**src/common/ihs_pkg.sv**
```systemverilog
// Purpose: Shared constants for the I2C host sequencer.
// Assumes: Avalon-MM byte addresses, one 32-bit word per register.
// Notes: Baud reload is 8 bits wide; one baud period is reload plus one cycles.
package ihs_pkg;
    localparam logic [3:0] ADDR_DATA = 4'h0;
    localparam logic [3:0] ADDR_CTRL = 4'h4;
    localparam logic [3:0] ADDR_STAT = 4'h8;
    localparam logic [3:0] ADDR_BAUD = 4'hC;
    // Control register bits.
    localparam int C_START = 0;
    localparam int C_RESTART = 1;
    localparam int C_STOP = 2;
    localparam int C_RECV = 3;
    localparam int C_ACK_SEQUENCE_ENABLE = 4;
    localparam int C_ACK_DATA_BIT = 5;
    localparam int C_ACK_RECEIVED_STATUS = 6;
    localparam int C_PORTEN = 7;
    localparam int C_IRQEN = 8;
    // Status register bits; write-one clears S_WRITE_COLLISION_FLAG, S_IRQ, S_BCOL and S_OVF.
    localparam int S_BF = 0;
    localparam int S_WRITE_COLLISION_FLAG = 1;
    localparam int S_IRQ = 2;
    localparam int S_BCOL = 3;
    localparam int S_START = 4;
    localparam int S_STOP = 5;
    localparam int S_FREE = 6;
    localparam int S_OVF = 7;
    localparam logic [7:0] BAUD_RST = 8'h09;
    typedef enum logic [4:0] {
        ST_IDLE = 5'h00, ST_S1 = 5'h01, ST_S2 = 5'h02, ST_TXL = 5'h03, ST_TXH = 5'h04,
        ST_AIL = 5'h05, ST_AIH = 5'h06, ST_RXL = 5'h07, ST_RXH = 5'h08, ST_AKL = 5'h09,
        ST_AKH = 5'h0A, ST_PA = 5'h0B, ST_PB = 5'h0C, ST_PC = 5'h0D, ST_R1 = 5'h0E,
        ST_R2 = 5'h0F, ST_R3 = 5'h10, ST_R4 = 5'h11
    } ihs_state_e;
endpackage

```
**src/logic/ihs_host.sv**
```systemverilog
// Purpose: I2C host sequencer: start, restart, transmit, receive, acknowledge, stop.
// Assumes: Pins are open drain; an enable high pulls the line low.
// Notes: Registers sit behind an Avalon-MM slave answering one cycle after a request.
//
// The Avalon-MM slave port and the placing of the registers were left to the implementer.
`timescale 1ns/1ps
`default_nettype none
module ihs_host (
    input wire logic clk,
    input wire logic sys_rst,
    input wire logic [3:0] avs_address,
    input wire logic avs_read,
    input wire logic avs_write,
    input wire logic [31:0] avs_writedata,
    output logic [31:0] avs_readdata,
    output logic avs_waitrequest,
    input wire logic scl_in,
    output logic scl_out,
    output logic scl_oe,
    input wire logic sda_in,
    output logic sda_out,
    output logic sda_oe,
    input wire logic sleep_mode,
    output logic wake
);
    typedef struct packed {
        ihs_pkg::ihs_state_e st;
        logic hi;
        logic [2:0] bits;
        logic [7:0] shreg;
        logic [7:0] dbuf;
        logic [7:0] baud;
        logic [8:0] ctrl;
        logic bf, write_collision_flag, irq, bcol, ovf, sseen, pseen, lost;
        logic scl_oe, sda_oe;
        logic [1:0] scl_sy, sda_sy, slp_sy;
        logic scl_p, sda_p;
        logic wreq;
        logic [31:0] rdata;
        logic wake;
    } ihs_host_s;
    ihs_host_s q, n;
    logic exp, ld, coll, acc_wr, acc_rd, scl_s, sda_s;

    ihs_baud #(.W(8)) u_baud (
        .clk(clk),
        .sys_rst(sys_rst),
        .load(ld),
        .halt(exp && !ld),
        .reload(q.baud),
        .expire(exp)
    );

    assign scl_s = q.scl_sy[1];
    assign sda_s = q.sda_sy[1];
    assign acc_wr = avs_write && !q.wreq;
    assign acc_rd = avs_read && !q.wreq;

    function automatic logic [31:0] stat_word(input ihs_host_s s);
        logic [31:0] w;
        w = '0;
        w[ihs_pkg::S_BF] = s.bf;
        w[ihs_pkg::S_WRITE_COLLISION_FLAG] = s.write_collision_flag;
        w[ihs_pkg::S_IRQ] = s.irq;
        w[ihs_pkg::S_BCOL] = s.bcol;
        w[ihs_pkg::S_START] = s.sseen;
        w[ihs_pkg::S_STOP] = s.pseen;
        w[ihs_pkg::S_FREE] = s.pseen || !s.sseen;
        w[ihs_pkg::S_OVF] = s.ovf;
        return w;
    endfunction

    always_comb
    begin
        n = q;
        ld = 1'b0;
        coll = 1'b0;
        n.scl_sy = {q.scl_sy[0], scl_in};
        n.sda_sy = {q.sda_sy[0], sda_in};
        n.slp_sy = {q.slp_sy[0], sleep_mode};
        n.scl_p = scl_s;
        n.sda_p = sda_s;
        // Avalon slave: one wait cycle, then the access takes effect.
        n.wreq = !((avs_read || avs_write) && q.wreq);
        if (avs_read && q.wreq)
        begin
            case (avs_address)
                ihs_pkg::ADDR_DATA: n.rdata = {24'h000000, q.dbuf};
                ihs_pkg::ADDR_CTRL: n.rdata = {23'h000000, q.ctrl};
                ihs_pkg::ADDR_STAT: n.rdata = stat_word(q);
                ihs_pkg::ADDR_BAUD: n.rdata = {24'h000000, q.baud};
                default: n.rdata = '0;
            endcase
        end
        if (acc_rd && avs_address == ihs_pkg::ADDR_DATA)
        begin
            n.bf = 1'b0;
        end
        if (acc_wr)
        begin
            case (avs_address)
                ihs_pkg::ADDR_DATA:
                begin
                    if (q.st != ihs_pkg::ST_IDLE || !q.ctrl[ihs_pkg::C_PORTEN])
                    begin
                        n.write_collision_flag = 1'b1;
                    end
                    else
                    begin
                        n.dbuf = avs_writedata[7:0];
                        n.shreg = avs_writedata[7:0];
                        n.bits = 3'h0;
                        n.bf = 1'b1;
                        n.lost = 1'b0;
                        n.scl_oe = 1'b1;
                        n.st = ihs_pkg::ST_TXL;
                        ld = 1'b1;
                    end
                end
                ihs_pkg::ADDR_CTRL:
                begin
                    n.ctrl[ihs_pkg::C_ACK_DATA_BIT] = avs_writedata[ihs_pkg::C_ACK_DATA_BIT];
                    n.ctrl[ihs_pkg::C_PORTEN] = avs_writedata[ihs_pkg::C_PORTEN];
                    n.ctrl[ihs_pkg::C_IRQEN] = avs_writedata[ihs_pkg::C_IRQEN];
                    // Sequence enables are only taken while the port is idle.
                    if (q.st == ihs_pkg::ST_IDLE && q.ctrl[4:0] == 5'h00)
                    begin
                        n.ctrl[4:0] = avs_writedata[4:0];
                    end
                end
                ihs_pkg::ADDR_STAT:
                begin
                    if (avs_writedata[ihs_pkg::S_WRITE_COLLISION_FLAG]) n.write_collision_flag = 1'b0;
                    if (avs_writedata[ihs_pkg::S_IRQ]) n.irq = 1'b0;
                    if (avs_writedata[ihs_pkg::S_BCOL]) n.bcol = 1'b0;
                    if (avs_writedata[ihs_pkg::S_OVF]) n.ovf = 1'b0;
                end
                ihs_pkg::ADDR_BAUD: n.baud = avs_writedata[7:0];
                default: ;
            endcase
        end
        // Bus monitor: while the port is enabled, seen bits follow every start and stop, ours or not.
        // It sits after the register writes so that a bus Stop wins over a flag clear.
        if (scl_s && q.scl_p && q.sda_p && !sda_s)
        begin
            n.sseen = 1'b1;
            n.pseen = 1'b0;
        end
        if (scl_s && q.scl_p && !q.sda_p && sda_s)
        begin
            n.pseen = 1'b1;
            n.sseen = 1'b0;
            if (q.st != ihs_pkg::ST_PC && q.ctrl[ihs_pkg::C_IRQEN])
            begin
                n.irq = 1'b1;
            end
        end
        case (q.st)
            ihs_pkg::ST_IDLE:
            begin
                if (q.ctrl[ihs_pkg::C_START])
                begin
                    if (!sda_s || !scl_s)
                    begin
                        coll = 1'b1;
                    end
                    else
                    begin
                        n.st = ihs_pkg::ST_S1;
                        ld = 1'b1;
                    end
                end
                else if (q.ctrl[ihs_pkg::C_RESTART])
                begin
                    n.scl_oe = 1'b1;
                    n.sda_oe = 1'b0;
                    if (!scl_s)
                    begin
                        n.st = ihs_pkg::ST_R1;
                        ld = 1'b1;
                    end
                end
                else if (q.ctrl[ihs_pkg::C_RECV])
                begin
                    n.scl_oe = 1'b1;
                    n.sda_oe = 1'b0;
                    n.bits = 3'h0;
                    n.st = ihs_pkg::ST_RXL;
                    ld = 1'b1;
                end
                else if (q.ctrl[ihs_pkg::C_ACK_SEQUENCE_ENABLE])
                begin
                    n.scl_oe = 1'b1;
                    n.sda_oe = !q.ctrl[ihs_pkg::C_ACK_DATA_BIT];
                    n.st = ihs_pkg::ST_AKL;
                    ld = 1'b1;
                end
                else if (q.ctrl[ihs_pkg::C_STOP])
                begin
                    n.scl_oe = 1'b1;
                    n.sda_oe = 1'b1;
                    n.st = ihs_pkg::ST_PA;
                end
            end
            ihs_pkg::ST_S1:
            begin
                if (!scl_s)
                begin
                    coll = 1'b1;
                end
                else if (!sda_s || exp)
                begin
                    n.sda_oe = 1'b1;
                    n.st = ihs_pkg::ST_S2;
                    ld = 1'b1;
                end
            end
            ihs_pkg::ST_S2:
            begin
                if (exp)
                begin
                    n.scl_oe = 1'b1;
                    n.ctrl[ihs_pkg::C_START] = 1'b0;
                    n.irq = 1'b1;
                    n.st = ihs_pkg::ST_IDLE;
                end
            end
            ihs_pkg::ST_R1:
            begin
                if (exp && sda_s)
                begin
                    n.scl_oe = 1'b0;
                    n.st = ihs_pkg::ST_R2;
                end
            end
            ihs_pkg::ST_R2:
            begin
                if (scl_s && !sda_s)
                begin
                    coll = 1'b1;
                end
                else if (scl_s)
                begin
                    n.st = ihs_pkg::ST_R3;
                    ld = 1'b1;
                end
            end
            ihs_pkg::ST_R3:
            begin
                if (!scl_s)
                begin
                    coll = 1'b1;
                end
                else if (exp)
                begin
                    n.sda_oe = 1'b1;
                    n.st = ihs_pkg::ST_R4;
                    ld = 1'b1;
                end
            end
            ihs_pkg::ST_R4:
            begin
                if (exp)
                begin
                    n.scl_oe = 1'b1;
                    n.ctrl[ihs_pkg::C_RESTART] = 1'b0;
                    n.irq = 1'b1;
                    n.st = ihs_pkg::ST_IDLE;
                end
            end
            ihs_pkg::ST_TXL, ihs_pkg::ST_AIL, ihs_pkg::ST_RXL, ihs_pkg::ST_AKL:
            begin
                if (q.st == ihs_pkg::ST_TXL)
                begin
                    n.sda_oe = !q.shreg[7];
                end
                if (exp)
                begin
                    n.scl_oe = 1'b0;
                    n.hi = 1'b0;
                    n.st = ihs_pkg::ihs_state_e'(q.st + 5'h01);
                end
            end
            ihs_pkg::ST_TXH, ihs_pkg::ST_AIH, ihs_pkg::ST_RXH, ihs_pkg::ST_AKH:
            begin
                if (!q.hi)
                begin
                    if (scl_s)
                    begin
                        n.hi = 1'b1;
                        ld = 1'b1;
                    end
                end
                else if (!q.sda_oe && !sda_s
                         && (q.st == ihs_pkg::ST_TXH || (q.st == ihs_pkg::ST_AKH)))
                begin
                    coll = 1'b1;
                end
                else if (exp)
                begin
                    n.scl_oe = 1'b1;
                    n.hi = 1'b0;
                    n.st = ihs_pkg::ihs_state_e'(q.st - 5'h01);
                    case (q.st)
                        ihs_pkg::ST_TXH:
                        begin
                            n.shreg = {q.shreg[6:0], 1'b0};
                            n.bits = q.bits + 3'h1;
                            if (q.bits == 3'h7)
                            begin
                                n.bf = 1'b0;
                                n.sda_oe = 1'b0;
                                n.st = ihs_pkg::ST_AIL;
                            end
                            ld = 1'b1;
                        end
                        ihs_pkg::ST_AIH:
                        begin
                            n.ctrl[ihs_pkg::C_ACK_RECEIVED_STATUS] = sda_s;
                            n.irq = 1'b1;
                            n.st = ihs_pkg::ST_IDLE;
                        end
                        ihs_pkg::ST_RXH:
                        begin
                            n.shreg = {q.shreg[6:0], sda_s};
                            n.bits = q.bits + 3'h1;
                            ld = 1'b1;
                            if (q.bits == 3'h7)
                            begin
                                n.dbuf = {q.shreg[6:0], sda_s};
                                n.ovf = q.ovf || q.bf;
                                n.bf = 1'b1;
                                n.irq = 1'b1;
                                n.ctrl[ihs_pkg::C_RECV] = 1'b0;
                                n.st = ihs_pkg::ST_IDLE;
                                ld = 1'b0;
                            end
                        end
                        default:
                        begin
                            n.ctrl[ihs_pkg::C_ACK_SEQUENCE_ENABLE] = 1'b0;
                            n.sda_oe = 1'b0;
                            n.irq = 1'b1;
                            n.st = ihs_pkg::ST_IDLE;
                        end
                    endcase
                end
            end
            ihs_pkg::ST_PA:
            begin
                if (!sda_s)
                begin
                    n.st = ihs_pkg::ST_PB;
                    ld = 1'b1;
                end
            end
            ihs_pkg::ST_PB:
            begin
                if (exp && q.scl_oe)
                begin
                    n.scl_oe = 1'b0;
                    ld = 1'b1;
                end
                else if (exp)
                begin
                    n.sda_oe = 1'b0;
                    n.st = ihs_pkg::ST_PC;
                end
            end
            ihs_pkg::ST_PC:
            begin
                if (!q.hi && sda_s && scl_s)
                begin
                    n.hi = 1'b1;
                    ld = 1'b1;
                end
                else if (q.hi && exp)
                begin
                    n.hi = 1'b0;
                    n.ctrl[ihs_pkg::C_STOP] = 1'b0;
                    n.irq = 1'b1;
                    n.st = ihs_pkg::ST_IDLE;
                end
            end
            default: n.st = ihs_pkg::ST_IDLE;
        endcase
        if (coll)
        begin
            n.bcol = 1'b1;
            n.lost = 1'b1;
            n.bf = 1'b0;
            n.scl_oe = 1'b0;
            n.sda_oe = 1'b0;
            n.hi = 1'b0;
            n.ctrl[4:0] = 5'h00;
            n.st = ihs_pkg::ST_IDLE;
            ld = 1'b0;
        end
        if (!q.ctrl[ihs_pkg::C_PORTEN])
        begin
            n.st = ihs_pkg::ST_IDLE;
            n.scl_oe = 1'b0;
            n.sda_oe = 1'b0;
            n.sseen = 1'b0;
            n.pseen = 1'b0;
            n.ctrl[4:0] = 5'h00;
            ld = 1'b0;
        end
        // Client-side wake is reduced to the set interrupt flag (S_IRQ), with the interrupt enable on, in sleep.
        n.wake = q.slp_sy[1] && q.ctrl[ihs_pkg::C_IRQEN] && q.irq;
    end

    always_ff @(posedge clk)
    begin
        if (sys_rst)
        begin
            q <= '0;
            q.wreq <= 1'b1;
            q.baud <= ihs_pkg::BAUD_RST;
            q.scl_sy <= 2'h3;
            q.sda_sy <= 2'h3;
            q.scl_p <= 1'b1;
            q.sda_p <= 1'b1;
        end
        else
        begin
            q <= n;
        end
    end

    assign avs_readdata = q.rdata;
    assign avs_waitrequest = q.wreq;
    assign scl_out = 1'b0;
    assign sda_out = 1'b0;
    assign scl_oe = q.scl_oe;
    assign sda_oe = q.sda_oe;
    assign wake = q.wake;
endmodule // ihs_host
`default_nettype wire

```
**src/logic/ihs_baud.sv**
```systemverilog
// Purpose: Down-counting baud generator defining one baud period.
// Assumes: The owner loads or halts it on every expiry.
// Notes: A period lasts reload plus one clock cycles.
`timescale 1ns/1ps
`default_nettype none
module ihs_baud #(
    parameter int W = 8
) (
    input wire logic clk,
    input wire logic sys_rst,
    input wire logic load,
    input wire logic halt,
    input wire logic [W-1:0] reload,
    output logic expire
);
    typedef struct packed {
        logic run;
        logic [W-1:0] cnt;
    } ihs_baud_s;
    ihs_baud_s q, n;

    always_comb
    begin
        n = q;
        if (load)
        begin
            n.run = 1'b1;
            n.cnt = reload;
        end
        else if (halt)
        begin
            n.run = 1'b0;
        end
        else if (q.run && q.cnt != '0)
        begin
            n.cnt = q.cnt - 1'b1;
        end
    end

    always_ff @(posedge clk)
    begin
        if (sys_rst)
        begin
            q <= '0;
        end
        else
        begin
            q <= n;
        end
    end

    assign expire = q.run && (q.cnt == '0);
endmodule // ihs_baud
`default_nettype wire

```
**config.mk**
```make
export PLATFORM = sky130hd
export DESIGN_NAME = ihs_host
export DESIGN_NICKNAME = d
export VERILOG_FILES = /design/src/common/ihs_pkg.sv /design/src/logic/ihs_host.sv /design/src/logic/ihs_baud.sv
export SDC_FILE = /design/constraint.sdc
export NUM_CORES = 1
export LEC_CHECK = 0
export BUFFER_PORTS_ARGS = -buffer_cell sky130_fd_sc_hd__buf_2
export CELL_PAD_IN_SITES_DETAIL_PLACEMENT = 1
export CELL_PAD_IN_SITES_GLOBAL_PLACEMENT = 1
export CORE_MARGIN = 4
export CORE_UTILIZATION = 43
export CTS_CLUSTER_DIAMETER = 60
export DETAILED_ROUTE_END_ITERATION = 12
export PLACE_DENSITY_LB_ADDON = 0.1
export SLEW_MARGIN = 20
export SYNTH_ARGS = -nofsm -noshare
export SYNTH_HDL_FRONTEND = slang
export SYNTH_HIERARCHICAL = 1
export SYNTH_SLANG_ARGS = --single-unit
```
**constraint.sdc**
```tcl
create_clock -name clk -period 4.9 [get_ports clk]
set_input_delay 0.245 -clock clk [delete_from_list [all_inputs] [get_ports clk]]
set_output_delay 0.245 -clock clk [all_outputs]
set_load 0.02 [all_outputs]
```
* Yosys cells after proc, flatten, opt, wreduce, memory -nomap -nowiden
Index checks and enable logic that the tools add are counted.
** Word-level totals
- Flip-flop bits (word level) :: 102
- Logic and storage cells :: 319
- Output and inout port bits :: 38
** Operators by class
- Bitwise operators :: 2
- Equal/unequal tests :: 41
- Add/sub/neg operators :: 4
- Reduce and logical (&&, ||, !) cells :: 77
- Muxes and demuxes :: 167
** Operator list (count)
- $mux 5 :: 27
- $mux 1 :: 91
- $mux 19 :: 3
- $pmux 5 s11 :: 1
- $mux 25 :: 2
- $eq 5x4->1 const B :: 8
- $mux 8 :: 5
- $pmux 9 s4 :: 1
- $ne 2x2->1 const B :: 15
- $mux 29 :: 1
- $mux 2 :: 13
- $logic_and 1x1->1 :: 25
- $pmux 11 s2 :: 1
- $eq 5x3->1 const B :: 4
- $mux 16 :: 1
- $reduce_and 15->1 :: 1
- $reduce_bool 2->1 :: 7
- $logic_not 1->1 :: 12
- $mux 3 :: 4
- $mux 6 :: 2
- $pmux 1 s6 :: 2
- $eq 5x2->1 const B :: 2
- $eq 5x5->1 const B :: 2
- $logic_not 5->1 :: 2
- other kinds (35) :: 59

* Longest topological paths before layout
- Depth after elaboration :: 16
- Mapped depth :: 16
- Depth with buffers taken out :: 15

* Cells and area by module
Netlist, hierarchy kept.
** Modules (own cells, without submodules)
- ihs_host :: cells each 568, instances 1, area an instance 4662.0 um^2, seq. area each 1401.3 um^2
- ihs_baud :: cells each 63, instances 1, area an instance 530.5 um^2, seq. area each 180.2 um^2

* Worst setup path after synthesis
OpenSTA, ideal clock, no wires.
- Kind :: register -> register
- From :: register u_baud/q[4] (netlist name)
- To :: register u_baud/q[3] (netlist name)
- Path slack :: 1333 ps
- Cell stages (with the launch flop) :: 15
- Data required time :: 4809 ps
- Library setup time :: 91 ps
- Arrival time :: 3476 ps
- Buffers on the path :: 1
- Path through :: dfxtp_1 > nor4_1 > nand2_1 > nor3b_1 > buf_2 > nand2_1 > nor2_1 > nand2_1 > a311oi_1 > nor4b_2 > o21a_1 > nor3b_2 > nand2_1 > or3b_2 > a311oi_1
** Between the ends
- Word-level cells in the longest chain between the ends :: 12
- Elaborated cells on any way between the ends :: 23
- Classes of those cells :: eq/ne: 1; mux: 12; reduce/logical: 10
** Ends and longest elaborated chain
- from (decl) :: line ihs_baud.sv:20 : ihs_baud_s q, n;
- from (signal assigned) :: line ihs_baud.sv:48 : q <= n;
- $logic_not 8->1 (*) :: line ihs_baud.sv:52 : assign expire = q.run && (q.cnt == '0);
- $logic_and 1x1->1 (*) :: line ihs_baud.sv:52
- net exp :: line ihs_host.sv:43 : logic exp, ld, coll, acc_wr, acc_rd, scl_s, sda_s;
- $mux 1 or $logic_or 1x1->1 (tied branches) :: line ihs_host.sv:299, ihs_host.sv:211
- $mux 1, on equally long branches :: line ihs_host.sv:294, ihs_host.sv:211
- $mux 1, on equally long branches :: line ihs_host.sv:286, ihs_host.sv:207
- $pmux 1 s8 :: line ihs_host.sv:158 : case (q.st)
- $mux 1 :: line ihs_host.sv:387 : if (coll)
- $mux 1 :: line ihs_host.sv:399 : if (!q.ctrl[ihs_pkg::C_PORTEN])
- $logic_not 1->1 :: line ihs_host.sv:49 : .halt(exp && !ld),
- $logic_and 1x1->1 :: line ihs_host.sv:49
- $ne 2x2->1 (no source line)
- $reduce_and 2->1 (no source line)
The timed path passes the listed nets; every way through them passes the cells marked *.
A chain may end at the register's enable or synchronous reset.

* Worst setup path after layout
- From :: register u_baud/q[0] (netlist name)
- To :: register u_baud/q[3] (netlist name)
Same word-level chain as after synthesis.

==> out/qor.yml <==
fin_skew_ps: 8.62
cp-end-kind: "register"
cpMostUsedCell: "nand2_1"
avgViaCountPerCell: 6.35
avgSynthCellArea_um2: 8.23
final_antenna_net_count: 0
cp-start-kind: "register"
cts_tree: "built"
grt_max_degree: 60
std_cell_rows: 39
dp_cells: 765
place_hpwl_mm: 13.4
antenna_cells: 0
path_max_fanout: 5
fp.dieW_um: 118
syn_inst: 631
clock_latency_ps: 350
drt-initial-drc-count: 428
place_congestion: 0.913
reg2reg_depth: 15
drcViolationCount: 0
ys.flop_type: "dfxtp_1"
path_class: "register to register"
ir_worst_vdd_mv: 0.207
cts_resized: 0
finalWirelength_mm: 17.7
stdcell_count: 781
cts_setup_buffers: 0
slew_headroom_pct: 38.4
core_um2: 11600
cts_root_buf: "clkbuf_16"
vias: 4960
h-tree-depth: 3
drv_slew: 0
hold_path_class: "primary input to register"
cts_made_buffers: 9
drive_above_1_share_pct: 15.8
ios: 81
max_freq_mhz: 252
synth_edf_count: 0
syn_area_um2: 5190
port_buffers: 32
place_area_um2: 5230
area_delta_synth_final_pct: 6.72
worstPathCellList: "inv_1 > ha_1 > nor2b_1 > nand2_1 > nor3b_2 > nand2_1 > nor2_1 > nand2_1 > a311oi_1 > nor4b_2 > o21a_1 > nor3b_2 > nand2_1 > or3b_2 > a311oi_1"
finalSetupViolations: 0
drv_cap: 0
grt_pass1_vias: 4941
rsz0062_at_grt: "false"
yosys_warnings: 6
worst_pin_slew_ps: 922
die_h_um: 118
nNetsFinal: 686
num-fill-cells: 1427
ys_types: 80
cp.required_ps: 5160
cp.arrival_ps: 4220
wire_per_inst_um: 22.7
ys_ff_latch: 79
clkSinkCount: 79
firstDrtPassIters: 7
cts_hold_buf: 0
fin_setup_tns_ps: 0
grt_use_total_pct: 25.4
clkTransAtPathRegs_ps: 60
dp_slack_ps: 961
antenna_found_initial: 0
max_stage_delay_ps: 500
status: "finished, final reports clean"
min_period_over_period_pct: 80.9
grt_pass1_wl_mm: 27.8
ys_seq_area_share_pct: 30.5
min_path_cells: 2
fin_ws_ps: 938
grt_overflow: 0
finalCriticalPeriod_ps: 3960
stdcell_area_um2: 5540
p_per_area_nw_per_um2: 260
final_hold_viol_count: 0
clock_tree.buffer_depth: 2
crit_path_top_delay_cell: "a311oi_1"
p_leak_nw: 2.03
synthArstFlopShare_pct: 0
dieArea_um2: 13900
initial_core_util_pct: 44.7
-- routing by layer --
| layer | up-vias | track usage (%) | part of all wire, % |
|---|---|---|---|
| met5 | - | 0 | 0 |
| met4 | 0 | 8.94 | 2.8 |
| met3 | 37 | 4.81 | 4.9 |
| met2 | 172 | 41.8 | 48 |
| met1 | 2476 | 33.2 | 45 |
| li1 | 2275 | - | - |
-- synth_stat cells (4+ instances only) --
master / n / share of area, %
a211oi_1: 7 / 1.0
a21oi_1: 34 / 3.3
a221oi_1: 4 / 0.67
a22o_1: 4 / 0.67
a22oi_1: 11 / 1.6
a311oi_1: 20 / 3.4
a31oi_1: 15 / 1.8
a41oi_1: 4 / 0.67
and3_1: 4 / 0.48
buf_2: 15 / 1.4
buf_4: 39 / 5.6
buf_6: 5 / 1.1
clkbuf_1: 17 / 1.2
dfxtp_1: 79 / 30
ha_1: 10 / 2.4
inv_1: 19 / 1.4
mux2i_1: 16 / 3.1
mux4_2: 8 / 3.5
nand2_1: 59 / 4.3
nand2b_1: 10 / 1.2
nand3_1: 16 / 1.5
nand3b_1: 4 / 0.58
nor2_1: 72 / 5.2
nor2b_1: 9 / 1.1
nor3_1: 13 / 1.3
nor4_1: 4 / 0.48
o211ai_1: 9 / 1.3
o21ai_0: 22 / 2.1
o21ai_1: 5 / 0.48
o22ai_1: 5 / 0.60
o31ai_1: 5 / 0.72
o32ai_1: 5 / 0.84
or2_2: 7 / 0.84
or3_1: 4 / 0.48
xnor2_1: 4 / 0.67
-- state kept, by name (all words and copies together) (netlist names) --
name	flops
avs_readdata	9
avs_waitrequest	1
n	5
q	52
scl_oe	1
sda_oe	1
u_baud/q	9
wake	1
-- final cells by class --
class	instances	area, um2	area share (%)
multi-input combinational	478	3140	56.6
sequential	79	1580	28.5
clock inverter	5	63.8	1.15
timing repair buffer	44	250	4.52
clock buffer	11	253	4.56
tap	143	179	3.23
inverter	21	78.8	1.42
-- stage by stage --
stage                     hold slack, ps  util [%]  total power, mW
after CTS                           65.9      47.7             1.46
after floorplan                      349         -            0.729
final                               74.8      47.7             1.44
after detailed placement             403      45.0            0.739
after global routing                67.8      47.7             1.49
after global placement               399      45.0            0.738
-- path summary, 6_finish.rpt --
kind	startpoint	end	slack, ps
setup reg to reg	u_baud/q[0]	u_baud/q[3]	940
hold reg to reg	n[39]	n[34]	410
hold / removal	scl_in	n[41]	70
setup / recovery	u_baud/q[0]	u_baud/q[3]	940
-- worst max-delay path: cells and delay by family (launching register included) --
family	cells	cell delay [ps]
and+or+nand+nor	10	2320
AOI/OAI and AO/OA	3	1000
buffers and inverters	1	80
adders and majority gates	1	160
DFF	1	330
-- cell families after synthesis --
logic type	Yosys count	share of synthesized area, %
and+or+nand+nor	236	24.3
AOI/OAI and AO/OA	177	24.0
buffers and inverters	98	11.0
DFF	79	30.5
muxes	25	6.77
adders and majority gates	10	2.41
xor gates and xnor gates	5	0.988
other	1	0.0722
-- report_power, final --
part	leakage [nW]	switching, mW	total, mW	internal, mW
sequential	0.638	0.00581	0.653	0.647
combinational	1.24	0.0536	0.0725	0.0189
clock	0.152	0.291	0.717	0.426
-- placed cells by master (no fill, tap or decap), types with 4 or more instances in the layout --
cell | Yosys | layout
a211oi_1 | 7 | 7
a21oi_1 | 34 | 34
a221oi_1 | 4 | 4
a22o_1 | 4 | 4
a22oi_1 | 11 | 11
a311oi_1 | 20 | 20
a31oi_1 | 15 | 15
a41oi_1 | 4 | 4
and3_1 | 4 | 4
buf_2 | 15 | 32
buf_4 | 39 | 12
clkbuf_16 | 0 | 9
conb_1 | 1 | 25
dfxtp_1 | 79 | 79
ha_1 | 10 | 10
inv_1 | 19 | 19
mux2i_1 | 16 | 16
mux4_2 | 8 | 8
nand2_1 | 59 | 59
nand2b_1 | 10 | 10
nand3_1 | 16 | 16
nand3b_1 | 4 | 4
nor2_1 | 72 | 72
nor2b_1 | 9 | 9
nor3_1 | 13 | 13
nor4_1 | 4 | 4
o211ai_1 | 9 | 9
o21ai_0 | 22 | 22
o21ai_1 | 5 | 5
o22ai_1 | 5 | 5
o31ai_1 | 5 | 5
o32ai_1 | 5 | 5
or2_2 | 7 | 7
or3_1 | 4 | 4
xnor2_1 | 4 | 4
Power figures use the tool's default switching activity.
